--- src/include/tsc_params.svh ---
`ifndef TSC_PARAMS_SVH
`define TSC_PARAMS_SVH
// Function
// - active turn or emergency gates slow blink to dashboard and turn lamps
// - emergency blinks all six lamps with the slow blink signal
// - brake holds rear lamps steady except the side turning, which blinks
// - brake leaves front and dashboard lamps untouched
// - parking adds fast modulation to front and rear lamps, not dashboard
// - lamp outputs follow the brake, emergency and turn truth table
// - low timer byte counts each machine cycle, overflow bumps high byte
// - high byte overflow raises a tick when events are enabled
// - each tick reloads high byte with -16, tick every 4.096 ms
// - 8-bit subdivider decrements per tick, reloads 244 when the tick arrives at one
// - subdivider bit 0 is fast modulation, bit 7 slow blink
// - lamps re-evaluated often enough that parking lights do not flicker

// =====================================================================
// register map
`define TSC_CTRL_ADDR       12'h000
`define TSC_STATUS_ADDR     12'h004
`define TSC_IRQ_STAT_ADDR   12'h008
`define TSC_IRQ_MASK_ADDR   12'h00c
`define TSC_TIMER_ADDR      12'h010
`define TSC_SUBDIV_ADDR     12'h014
// control fields
`define TSC_CTRL_RUN_BIT    0
`define TSC_CTRL_TEV_BIT    1
`define TSC_CTRL_GEV_BIT    2
`define TSC_CTRL_MODE_LSB   4
// interrupt status fields
`define TSC_IRQ_TICK_BIT    0
`define TSC_IRQ_BLINK_BIT   1
// reset, reload and mode values
`define TSC_CTRL_RESET      8'h00
`define TSC_TH_RESET        8'h00
`define TSC_IRQ_RESET       2'h0
`define TSC_MODE_16BIT      2'h1
`define TSC_TH_RELOAD       8'hf0
`define TSC_TL_RESET        8'h00
`define TSC_SUBDIV_RELOAD   8'hf4
// timing: one machine cycle is 1 us at this clock
`define TSC_MACHINE_CYCLE_NS 1000
`define TSC_CLK_PERIOD_NS    50
`define TSC_CYC_PER_MC ((`TSC_MACHINE_CYCLE_NS + `TSC_CLK_PERIOD_NS - 1) / `TSC_CLK_PERIOD_NS)
`endif

--- src/include/tsc_pkg.sv ---
package tsc_pkg;
  // switch inputs grouped
  typedef struct packed {
    logic left_turn;
    logic right_turn;
    logic brake;
    logic emergency;
    logic parking;
  } tsc_switch_type;
  // lamp outputs grouped
  typedef struct packed {
    logic left_front;
    logic right_front;
    logic left_rear;
    logic right_rear;
    logic left_dash;
    logic right_dash;
  } tsc_lamp_type;
endpackage
--- src/core/tsc_lamp_logic.sv ---
`include "tsc_params.svh"
module tsc_lamp_logic
  import tsc_pkg::*;
(
  input  wire logic           pclk,
  input  wire logic           presetn,
  input  wire tsc_switch_type sw,
  input  wire logic           fast_modulation_bit,
  input  wire logic           slow_blink_bit,
  output tsc_lamp_type        lamps
);
  // =====================================================================
  // lamp equations
  // lets both turn inputs be treated independently
  wire logic dim        = sw.parking & fast_modulation_bit;
  wire logic left_sel   = (sw.left_turn | sw.emergency) & slow_blink_bit;
  wire logic right_sel  = (sw.right_turn | sw.emergency) & slow_blink_bit;
  wire logic left_brk   = sw.brake & ~sw.left_turn;
  wire logic right_brk  = sw.brake & ~sw.right_turn;
  tsc_lamp_type lamps_next;

  assign lamps_next.left_dash   = left_sel;
  assign lamps_next.right_dash  = right_sel;
  assign lamps_next.left_front  = left_sel | dim;
  assign lamps_next.right_front = right_sel | dim;
  assign lamps_next.left_rear   = left_brk | left_sel | dim;
  assign lamps_next.right_rear  = right_brk | right_sel | dim;

  // registered lamps, refreshed every clock
  always_ff @(posedge pclk or negedge presetn) begin
    if (!presetn) begin
      lamps <= '0;
    end else begin
      lamps <= lamps_next;
    end
  end
endmodule

--- src/core/tsc_top.sv ---
`include "tsc_params.svh"
module tsc_top
  import tsc_pkg::*;
(
  input  wire logic        pclk,
  input  wire logic        presetn,
  input  wire logic [11:0] paddr,
  input  wire logic        psel,
  input  wire logic        penable,
  input  wire logic        pwrite,
  input  wire logic [31:0] pwdata,
  output logic [31:0]      prdata,
  output logic             pready,
  output logic             pslverr,
  input  wire logic        left_turn_in,
  input  wire logic        right_turn_in,
  input  wire logic        brake_in,
  input  wire logic        emergency_in,
  input  wire logic        parking_in,
  output tsc_lamp_type     lamps,
  output logic             irq
);
  localparam int MC_CYC = `TSC_CYC_PER_MC;

  // =====================================================================
  // pin synchronisers
  tsc_switch_type sw_meta_reg;
  tsc_switch_type sw_sync_reg;
  wire tsc_switch_type sw_pins = '{left_turn_in, right_turn_in, brake_in,
                                  emergency_in, parking_in};

  // two flops before any logic sees the switches
  always_ff @(posedge pclk or negedge presetn) begin
    if (!presetn) begin
      sw_meta_reg <= '0;
      sw_sync_reg <= '0;
    end else begin
      sw_meta_reg <= sw_pins;
      sw_sync_reg <= sw_meta_reg;
    end
  end

  // =====================================================================
  // register state
  logic [7:0] ctrl_reg;
  logic [1:0] irq_stat_reg;
  logic [1:0] irq_mask_reg;
  logic [7:0] timer_low_byte;
  logic [7:0] timer_high_byte;
  logic [7:0] subdiv_reg;
  logic [4:0] mc_cnt_reg;

  wire logic       timer_run_bit      = ctrl_reg[`TSC_CTRL_RUN_BIT];
  wire logic       timer_event_enable = ctrl_reg[`TSC_CTRL_TEV_BIT];
  wire logic       global_event_enable = ctrl_reg[`TSC_CTRL_GEV_BIT];
  wire logic [1:0] timer_mode_setting = ctrl_reg[`TSC_CTRL_MODE_LSB +: 2];

  // =====================================================================
  // apb decode
  wire logic acc      = psel & penable;
  wire logic wr_en    = acc & pwrite;
  wire logic rd_en    = acc & ~pwrite;
  wire logic hit_ctrl = paddr == `TSC_CTRL_ADDR;
  wire logic hit_stat = paddr == `TSC_STATUS_ADDR;
  wire logic hit_irqs = paddr == `TSC_IRQ_STAT_ADDR;
  wire logic hit_mask = paddr == `TSC_IRQ_MASK_ADDR;
  wire logic hit_tmr  = paddr == `TSC_TIMER_ADDR;
  wire logic hit_sub  = paddr == `TSC_SUBDIV_ADDR;
  wire logic hit_any  = hit_ctrl | hit_stat | hit_irqs | hit_mask | hit_tmr | hit_sub;

  assign pready  = 1'b1;
  assign pslverr = acc & ~hit_any;

  // =====================================================================
  // timer datapath
  wire logic mc_tick    = mc_cnt_reg == 5'(MC_CYC - 1);
  wire logic count_on   = timer_run_bit & (timer_mode_setting == `TSC_MODE_16BIT);
  wire logic step       = count_on & mc_tick;
  wire logic low_ovf    = step & (timer_low_byte == 8'hff);
  wire logic high_ovf   = low_ovf & (timer_high_byte == 8'hff);
  wire logic tick       = high_ovf & timer_event_enable & global_event_enable;
  wire logic sub_zero   = subdiv_reg == 8'h01;
  logic [7:0] subdiv_next;
  assign subdiv_next = sub_zero ? `TSC_SUBDIV_RELOAD : subdiv_reg - 8'h01;

  wire logic fast_modulation_bit = subdiv_reg[0];
  wire logic slow_blink_bit      = subdiv_reg[7];
  wire logic blink_rise          = tick & ~subdiv_reg[7] & subdiv_next[7];

  // machine cycle prescaler, 20 clocks per microsecond
  always_ff @(posedge pclk or negedge presetn) begin
    if (!presetn) begin
      mc_cnt_reg <= '0;
    end else begin
      mc_cnt_reg <= (mc_tick | ~count_on) ? 5'h00 : mc_cnt_reg + 5'h01;
    end
  end

  // 16-bit timer with high byte reload on high byte overflow
  always_ff @(posedge pclk or negedge presetn) begin
    if (!presetn) begin
      timer_low_byte  <= `TSC_TL_RESET;
      timer_high_byte <= `TSC_TH_RESET;
    end else if (wr_en & hit_tmr) begin
      timer_low_byte  <= pwdata[7:0];
      timer_high_byte <= pwdata[15:8];
    end else if (step) begin
      timer_low_byte <= timer_low_byte + 8'h01;
      if (high_ovf) begin
        timer_high_byte <= `TSC_TH_RELOAD;
      end else if (low_ovf) begin
        timer_high_byte <= timer_high_byte + 8'h01;
      end
    end
  end

  // subdivider of the tick rate
  always_ff @(posedge pclk or negedge presetn) begin
    if (!presetn) begin
      subdiv_reg <= `TSC_SUBDIV_RELOAD;
    end else if (wr_en & hit_sub) begin
      subdiv_reg <= pwdata[7:0];
    end else if (tick) begin
      subdiv_reg <= subdiv_next;
    end
  end

  // =====================================================================
  // control and interrupt registers
  wire logic [1:0] irq_events = {blink_rise, tick};
  wire logic [1:0] irq_clear  = (rd_en & hit_irqs) ? 2'h3 : 2'h0;

  always_ff @(posedge pclk or negedge presetn) begin
    if (!presetn) begin
      ctrl_reg     <= `TSC_CTRL_RESET;
      irq_mask_reg <= `TSC_IRQ_RESET;
      irq_stat_reg <= `TSC_IRQ_RESET;
    end else begin
      if (wr_en & hit_ctrl) begin
        ctrl_reg <= pwdata[7:0];
      end
      if (wr_en & hit_mask) begin
        irq_mask_reg <= pwdata[1:0];
      end
      irq_stat_reg <= (irq_stat_reg & ~irq_clear) | irq_events; // set wins
    end
  end

  assign irq = |(irq_stat_reg & irq_mask_reg);

  // =====================================================================
  // read mux
  wire logic [31:0] status_word = {26'h0, lamps.left_dash, lamps.right_dash,
                                   sw_sync_reg[4:3], slow_blink_bit, fast_modulation_bit};
  logic [31:0] rd_mux;
  assign rd_mux = hit_ctrl ? {24'h0, ctrl_reg} :
                  hit_stat ? status_word :
                  hit_irqs ? {30'h0, irq_stat_reg} :
                  hit_mask ? {30'h0, irq_mask_reg} :
                  hit_tmr  ? {16'h0, timer_high_byte, timer_low_byte} :
                  hit_sub  ? {24'h0, subdiv_reg} : 32'h0;
  assign prdata = rd_en ? rd_mux : 32'h0;

  // =====================================================================
  // lamp logic
  tsc_lamp_logic u_lamp (
    .pclk                (pclk),
    .presetn             (presetn),
    .sw                  (sw_sync_reg),
    .fast_modulation_bit (fast_modulation_bit),
    .slow_blink_bit      (slow_blink_bit),
    .lamps               (lamps)
  );
endmodule

--- config.mk ---
export PLATFORM = sky130hd
export DESIGN_NAME = tsc_top
export DESIGN_NICKNAME = d
export VERILOG_FILES = /design/src/include/tsc_pkg.sv /design/src/core/tsc_lamp_logic.sv /design/src/core/tsc_top.sv
export VERILOG_INCLUDE_DIRS = /design/src /design/src/include
export SDC_FILE = /design/constraint.sdc
export NUM_CORES = 1
export LEC_CHECK = 0
export BUFFER_PORTS_ARGS = -buffer_cell sky130_fd_sc_hd__clkbuf_2
export CAP_MARGIN = 20
export CORE_MARGIN = 8
export CORE_UTILIZATION = 50
export DETAILED_ROUTE_END_ITERATION = 12
export PLACE_DENSITY = 0.77
export RECOVER_POWER = 50
export SLEW_MARGIN = 20
export SYNTH_ARGS = -nofsm -noshare
export SYNTH_HDL_FRONTEND = slang
export SYNTH_SLANG_ARGS = --single-unit
export TNS_END_PERCENT = 50
--- constraint.sdc ---
create_clock -name pclk -period 2.57 [get_ports pclk]
set_clock_uncertainty 0.2 [all_clocks]
set_input_delay 0.1285 -clock pclk [delete_from_list [all_inputs] [get_ports pclk]]
set_output_delay 0.1285 -clock pclk [all_outputs]
set_load 0.05 [all_outputs]
# == After elaboration in Yosys (flattened, before gate mapping) ==
# Cells that the tools add are included.
# totals
register_bits,57
input_bits,54
word_cells,107
# classes
add_sub_neg,4
n_eq_ne,10
n_mux,18
bitwise,46
n_reduce_logical,6
# op_table
cell,count
$mux W16,6
$mux W8,10
$eq A12 B4 Y1 const B,2
$eq A12 B5 Y1 const B,2
$and A1 B1 Y1,22
$add A8 B1 Y8 const B,2
$eq A8 B8 Y1 const B,2
$or A1 B1 Y1,14
$eq A12 B3 Y1 const B,1
$logic_not A12 Y1,1
$eq A8 B1 Y1 const B,1
$sub A8 B1 Y8 const B,1
$not A1 Y1,6
$add A5 B1 Y5 const B,1
$eq A5 B5 Y1 const B,1
$mux W5,1
$and A2 B2 Y2,2
$reduce_bool A2 Y1,2
$reduce_bool A3 Y1,1
$eq A2 B1 Y1 const B,1
$mux W2,1
$not A2 Y2,1
$or A2 B2 Y2,1
$reduce_and A2 Y1,1
$reduce_or A2 Y1,1

# == Depth between registers and ports, before layout ==
# Gate-level depths: netlist (run 1).
# logic_depth
depth_word,10
mapped_depth,7
depth_no_buf,7

# == Cells and area by module ==
# A second synthesis (run 1) with hierarchy kept.
# unflattened
cells_unflattened,348
area_unflattened_um2,3313.2
# modules_own_cells
mod,instances,cells_per_inst,area_per_inst_um2
tsc_top,1,331,3104.2
tsc_lamp_logic,1,17,209.0

# == Worst setup path before layout (run 1) ==
# OpenSTA, ideal clock, no wires.
# synth_timing
path_type,input port to output port
from,in paddr[2]
to,out prdata[0]
t_arrival_ns,1.920
t_required_ns,2.241
setup_slack_ns,0.322
path_stages,5
cell_sequence,buf_2 nor2b_1 and2_1 a222oi_1 nor3_1
# synth_between
elab_chain_len,8
# synth_rtl
item,line_no,rtl
from (decl),tsc_top.sv:7,"input wire logic [11:0] paddr,"
$eq A12 B5 Y1 (no source line),-,
$mux W8,tsc_top.sv:161,"hit_sub ? {24'h0, subdiv_reg} : 32'h0;"
$mux W16,tsc_top.sv:160,"hit_tmr ? {16'h0, timer_high_byte, timer_low_byte} :"
$mux W16,tsc_top.sv:159,"hit_mask ? {30'h0, irq_mask_reg} :"
$mux W16,tsc_top.sv:158,"hit_irqs ? {30'h0, irq_stat_reg} :"
$mux W16,tsc_top.sv:157,hit_stat ? status_word :
$mux W16 *,tsc_top.sv:156,"assign rd_mux = hit_ctrl ? {24'h0, ctrl_reg} :"
$mux W16 *,tsc_top.sv:162,assign prdata = rd_en ? rd_mux : 32'h0;
to (decl),tsc_top.sv:12,"output logic [31:0] prdata,"
# Mark *: on every way between the ends. The rest lies on a longest branch, timed or not.

# == Worst setup path after layout (run 1) ==
# layout_timing
from,reg timer_high_byte[0]
to,reg subdiv_reg[4]
# layout_between
elab_chain_len,5
# layout_rtl
item,line_no,rtl
from (decl),tsc_top.sv:49,logic [7:0] timer_high_byte;
from (signal assigned),tsc_top.sv:103,timer_high_byte <= `TSC_TH_RESET;
from (signal assigned),tsc_top.sv:106,timer_high_byte <= pwdata[15:8];
from (signal assigned),tsc_top.sv:110,timer_high_byte <= `TSC_TH_RELOAD;
$eq A8 B8 Y1,tsc_top.sv:80,wire logic high_ovf = low_ovf & (timer_high_byte == 8'hff);
$and A1 B1 Y1,tsc_top.sv:80,
$and A1 B1 Y1 (2 in series),tsc_top.sv:81,wire logic tick = high_ovf & timer_event_enable & global_event_enable;
$reduce_bool A2 Y1 (no source line),-,
to (signal assigned),tsc_top.sv:120,subdiv_reg <= `TSC_SUBDIV_RELOAD;
to (signal assigned),tsc_top.sv:122,subdiv_reg <= pwdata[7:0];
to (signal assigned),tsc_top.sv:124,subdiv_reg <= subdiv_next;
to (decl),tsc_top.sv:50,logic [7:0] subdiv_reg;
# No other way between the ends.
# A chain may end at the register's enable or synchronous reset.

==> results.cfg, run 1 <==
[drt]
drcViolationCount = 0
vias_per_cell = 5.49
wirelength_mm = 8.52
wl_per_cell_um = 16.5
drt_iter0_markers = 198
dr.pass1.iters = 4
num_vias = 2833
ant_nets = 0

[critical_path]
worst_ep_arrival_time_ps = 2250
slowest_delay_ps = 410
crit_fanout = 8
slowest_stage = nor3_1
critPathLaunchType = flop
crit_type = reg2reg
path_delay_family = simple AND/OR/NAND/NOR gates
path_buf_inv = 0
worstPathCellList = ha_1, nand3_1, nor3_1, nand2_2, or3_1, a31oi_1
end_kind = flop
worstPathRequired_ps = 2630

[power_and_ir_drop]
p_sw_w = 0.000541
total_power_w = 0.00217
combPwrFrac_pct = 9.4
ir_drop_mv = 0.332
powerDensity_mw_per_mm2 = 533
pwr-share-seq_pct = 42.2
p_leak_nw = 1.81
p_sw_share_pct = 25.0
clkPwrFrac_pct = 48.4
p_int_w = 0.00162

[clock_tree]
post_cts_buffers = 0
worstSkewPairLatency_ps = 340
clock_sinks = 57
clkTransAtPathRegs_ps = 70
cts_max_level = 3
cts-root-buf = clkbuf_8
cts_tree = built
numCtsBuffers = 9
cts_buffer_depth = 2

[sta]
report.final.hold_viol_count = 0
max_freq_ghz = 0.455
fin_crit_ps = 2200
relSlewSlack_pct = 8.88
worst-slew-pin-transition_ps = 1370
rsz0062_at_grt = false
setup_viol = 0
fin_setup_tns_ps = 0
slew_viol_final = 0
min_period_over_period_pct = 85.4

[grt]
gr-total-overflow = 0
grtUsageTotal_pct = 18.2
grt_start_max_net_pins = 58
antenna_found_initial = 0
grt_pass1_wl_mm = 14.2
first_global_vias = 2817

[yosys]
synth-edff-count = 0
synth-adder-area-share_pct = 1.91
synth_area_mm2 = 0.00328
synth_top_family_by_area = simple AND/OR/NAND/NOR gates
syn_inst = 347
ys_ff_latch = 57
synthSimpleGateAreaFrac_pct = 24.1
ys_seq_area_share_pct = 43.7
ys_types = 58
synth.avg_cell_area_um2 = 9.44
async_flop_share_pct = 100
synth_ff_type = dfrtp_1
yosys.area_share.xor_xnor_pct = 2.67
synth_compound_area_share_pct = 12.5
yosysWarnings = 0
synth_mux_area_share_pct = 8.17

[layout]
regArea_mm2 = 0.00143
final_cells = 516
antenna_cells = 0
layout.nets = 493
multiInputGateArea_mm2 = 0.00169
fill_cells = 533
area_growth_pct = 24.1
drive_gt1_share_pct = 25.7

[die]
core.rowCount = 29
coreArea_mm2 = 0.00635
start_util_pct = 51.6
die_y_um = 96.9
die-area_mm2 = 0.00940
io_pins = 95
die_w_um = 96.9

[placed_design]
dp_hpwl_mm = 6.22
gp_congestion = 0.904
place_inst = 478
numPortBuffers = 61

[job]
cap_violations = 0

[hold_path]
hp-class = in2reg

[outcome]
outcome = complete, no violations
cell usage after synthesis, drive strengths merged (3+ instances only):
library cell,count,area [µm²]
dfstp,5,131
nand4,5,37.5
mux2i,11,110
a21oi,12,63.8
and3,5,31.3
o31ai,4,30.0
nand2b,3,18.8
mux2,14,158
ha,5,62.6
o21ai,26,130
nand2,47,179
or3,3,18.8
a22oi,5,37.5
and2,9,56.3
a22o,4,35.0
dfrtp,52,1300
buf,27,183
a31oi,5,31.3
nand3,8,45.0
or4,3,26.3
xor2,8,70.1
nor2b,4,25.0
nor4,5,50.1
nor2,27,104
inv,9,33.8
nor3,15,103
what timing repair did:
item                      CTS  global route
hold buffers               22             0
hold endpoints to repair   91             0
resized for setup           0             0
power groups by stage:
stage | sequential [W] | combinational [W] | clock (W)
finish | 0.000915 | 0.000203 | 0.00105
global route | 0.000916 | 0.000219 | 0.00111
CTS | 0.000915 | 0.000203 | 0.00106
detailed placement | 0.000932 | 0.000176 | 0
global placement | 0.000931 | 0.000174 | 0
floorplan | 0.000944 | 0.000114 | 0
path summary, 6_finish.rpt:
kind	start	endpoint	slack [ps]	cells past startpoint
min in group asynchronous	presetn	timer_high_byte[2]	540	3
min	pwrite	irq_stat_reg[0]	20	5
max	timer_high_byte[0]	subdiv_reg[4]	370	6
max reg2reg	timer_high_byte[0]	subdiv_reg[4]	370	6
min reg2reg	sw_meta_reg[4]	status_word[3]	150	0
max in group asynchronous	presetn	mc_cnt_reg[1]	810	3
stage by stage:
stage	util [%]	setup WS, ps	cell area, µm²	hold WS (ps)
after floorplan	-	322	3330	-367
after global placement	56.7	405	3600	37.1
after detailed placement	56.7	391	3600	38.2
after CTS	64.1	364	4070	5.53
after global routing	64.0	127	4070	45.8
final	64.0	374	4070	23.0
cell families (layout without fill, tap and decap cells):
family	Yosys count	in the layout
flip-flops	57	57
XOR/XNOR	10	10
other	2	17
adder cells (fa/ha/maj)	5	5
buffers and inverters	37	114
multiplexers	25	25
AND/OR/NAND/NOR	145	145
AO/OA/AOI/OAI	66	66
worst min-delay path: cells and delay by family:
kind          cells  cell delay (ps)
simple gates      4              310
buf+inv           1              100
area by class of cell:
| type | count | share of cell area, % |
|---|---|---|
| repair buffers | 89 | 13.9 |
| clock inverters | 7 | 3.08 |
| clock buffers | 9 | 3.05 |
| inverters | 9 | 0.831 |
| well taps | 77 | 2.37 |
| multi-input cells | 268 | 41.5 |
| flip-flops and latches | 57 | 35.2 |
per-layer routing:
| metal | routed length [µm] | GRT usage [%] | vias to the layer above |
|---|---|---|---|
| li1 | - | - | 1375 |
| met1 | 3810 | 22.6 | 1344 |
| met2 | 3990 | 29.1 | 102 |
| met3 | 587 | 5.48 | 12 |
| met4 | 125 | 6.63 | 0 |
| met5 | 0 | 0 | - |
placed cells by master (no fill, tap or decap), types with 8 or more instances in the layout:
cell	instances
o21ai_0	10
and2_1	9
clkbuf_2	61
nand2_1	46
conb_1	17
xor2_1	8
mux2i_1	11
mux2_2	11
nor3_1	12
dlygate4sd3_1	22
inv_1	9
a21oi_1	11
dfrtp_1	52
nor2_1	26
clkbuf_8	9
o21ai_1	16
(Power assumes the default switching activity.)
==> run 2: changes to the inputs <==
--- a/config.mk
+++ b/config.mk
@@ -9,9 +9,9 @@
 export BUFFER_PORTS_ARGS = -buffer_cell sky130_fd_sc_hd__clkbuf_2
 export CAP_MARGIN = 20
 export CORE_MARGIN = 8
-export CORE_UTILIZATION = 50
+export CORE_UTILIZATION = 40
 export DETAILED_ROUTE_END_ITERATION = 12
-export PLACE_DENSITY = 0.77
+export PLACE_DENSITY = 0.64
 export RECOVER_POWER = 50
 export SLEW_MARGIN = 20
 export SYNTH_ARGS = -nofsm -noshare
==> results.cfg, run 2 (synthesis results as in run 1) <==
[critical_path]
worst_ep_arrival_time_ps = 2330
end_kind = flop
crit_type = reg2reg
crit_fanout = 8
critPathLaunchType = flop
worstPathRequired_ps = 2640

[sta]
max_freq_ghz = 0.443
report.final.hold_viol_count = 1
worst-slew-pin-transition_ps = 1630
rsz0062_at_grt = false
hold_ws_ps = -3.16
slew_viol_final = 29
fin_crit_ps = 2260
min_period_over_period_pct = 87.8
relSlewSlack_pct = -8.43
fin_setup_tns_ps = 0
setup_viol = 0

[grt]
antenna_found_initial = 0
grtUsageTotal_pct = 15.7
gr-total-overflow = 0
grt_pass1_wl_mm = 14.1
first_global_vias = 2915
grt_start_max_net_pins = 33

[clock_tree]
cts_resized = 0
numCtsBuffers = 9
clkTransAtPathRegs_ps = 70
cts_buffer_depth = 2
post_cts_buffers = 0
hold_buffers = 22
worstSkewPairLatency_ps = 350
cts_tree = built
clock_sinks = 57
cts-root-buf = clkbuf_8
cts_max_level = 3

[power_and_ir_drop]
combPwrFrac_pct = 10.2
p_sw_share_pct = 25.7
ir_drop_mv = 0.325
powerDensity_mw_per_mm2 = 494
pwr-share-seq_pct = 45.4
clkPwrFrac_pct = 44.5
p_leak_nw = 1.78
p_int_w = 0.00150
p_sw_w = 0.000518

[layout]
fill_cells = 788
area_growth_pct = 24.6
antenna_cells = 0
final_common_cell = clkbuf_2
drive_gt1_share_pct = 24.5
final_core_util_pct = 50.4
layout_common_cells = clkbuf_2 (54), dfrtp_1 (52), nand2_1 (46), nor2_1 (26), dlygate4sd3_1 (22)
layout.nets = 494

[drt]
vias_per_cell = 5.17
drcViolationCount = 0
num_vias = 2818
ant_nets = 0
wirelength_mm = 8.56
wl_per_cell_um = 15.7
drt_iter0_markers = 159
dr.pass1.iters = 4

[die]
coreArea_mm2 = 0.00809
start_util_pct = 40.5
die_y_um = 106
die_w_um = 106
io_pins = 95
die-area_mm2 = 0.0113
core.rowCount = 33

[job]
cap_violations = 1

[hold_path]
hp-class = in2reg

[outcome]
outcome = finished, violations left
violations = negative hold slack, max-capacitance violations, max-slew violations

[placed_design]
gp_congestion = 0.832
dp_hpwl_mm = 6.37
numPortBuffers = 61
-- run 2: changes by cell type in the layout (fill, tap and decap cells not counted), sizes merged --
| cell | change |
|---|---|
| buf | +2 |
| bufinv | -2 |
| clkbuf | +2 |
| clkinv | -1 |
| clkinvlp | +2 |
| inv | -2 |
-- run 2: worst paths after layout --
kind	depth (start not counted)	start	to	slack [ps]
max	6	timer_high_byte[0]	subdiv_reg[4]	310
min reg2reg	0	sw_meta_reg[1]	sw_sync_reg[1]	150
min in group asynchronous	2	presetn	irq_mask_reg[1]	530
min	5	pwrite	irq_stat_reg[0]	-3
max reg2reg	6	timer_high_byte[0]	subdiv_reg[4]	310
max in group asynchronous	2	presetn	u_lamp.lamps[4]	680
-- run 2: power by group through the flow --
| stage | Clock (W) | Sequential (W) | Combinational (W) |
|---|---|---|---|
| after floorplan | 0 | 0.000944 | 0.000114 |
| after global placement | 0 | 0.000931 | 0.000179 |
| after detailed placement | 0 | 0.000932 | 0.000179 |
| after CTS | 0.000915 | 0.000915 | 0.000206 |
| after global routing | 0.000940 | 0.000916 | 0.000220 |
| final | 0.000897 | 0.000915 | 0.000205 |
-- run 2: metrics by stage --
stage | instance area, µm² | power, W | worst slack (ps) | cells
floorplan | 3330 | 0.00106 | 322 | 362
global placement | 3660 | 0.00111 | 402 | 507
detailed placement | 3660 | 0.00111 | 371 | 507
CTS | 4090 | 0.00204 | 335 | 545
global route | 4080 | 0.00208 | 171 | 545
finish | 4080 | 0.00202 | 314 | 545
-- run 2: routing by layer --
layer	global-route usage [%]	vias to the layer above	routed length, µm
li1	-	1373	-
met1	20.1	1344	3840
met2	24.8	87	4030
met3	2.96	14	521
met4	7.84	0	171
met5	0	-	0
-- run 2: critical path, cell delays in order (launching register included) --
cell and delay [ps]:
dfrtp_1 420, ha_1 190, nand3_1 160, nor3_1 420, nand2_2 230, or3_1 390
a31oi_1 170
-- run 2: layout make-up --
type,instances,area [µm²],area share [%]
Clock inverter,4,50.0,1.23
Clock buffer,12,165,4.05
Inverter,9,33.8,0.827
Tap cell,105,131,3.22
Timing Repair Buffer,90,582,14.3
Multi-Input combinational cell,268,1690,41.3
Sequential cell,57,1430,35.1
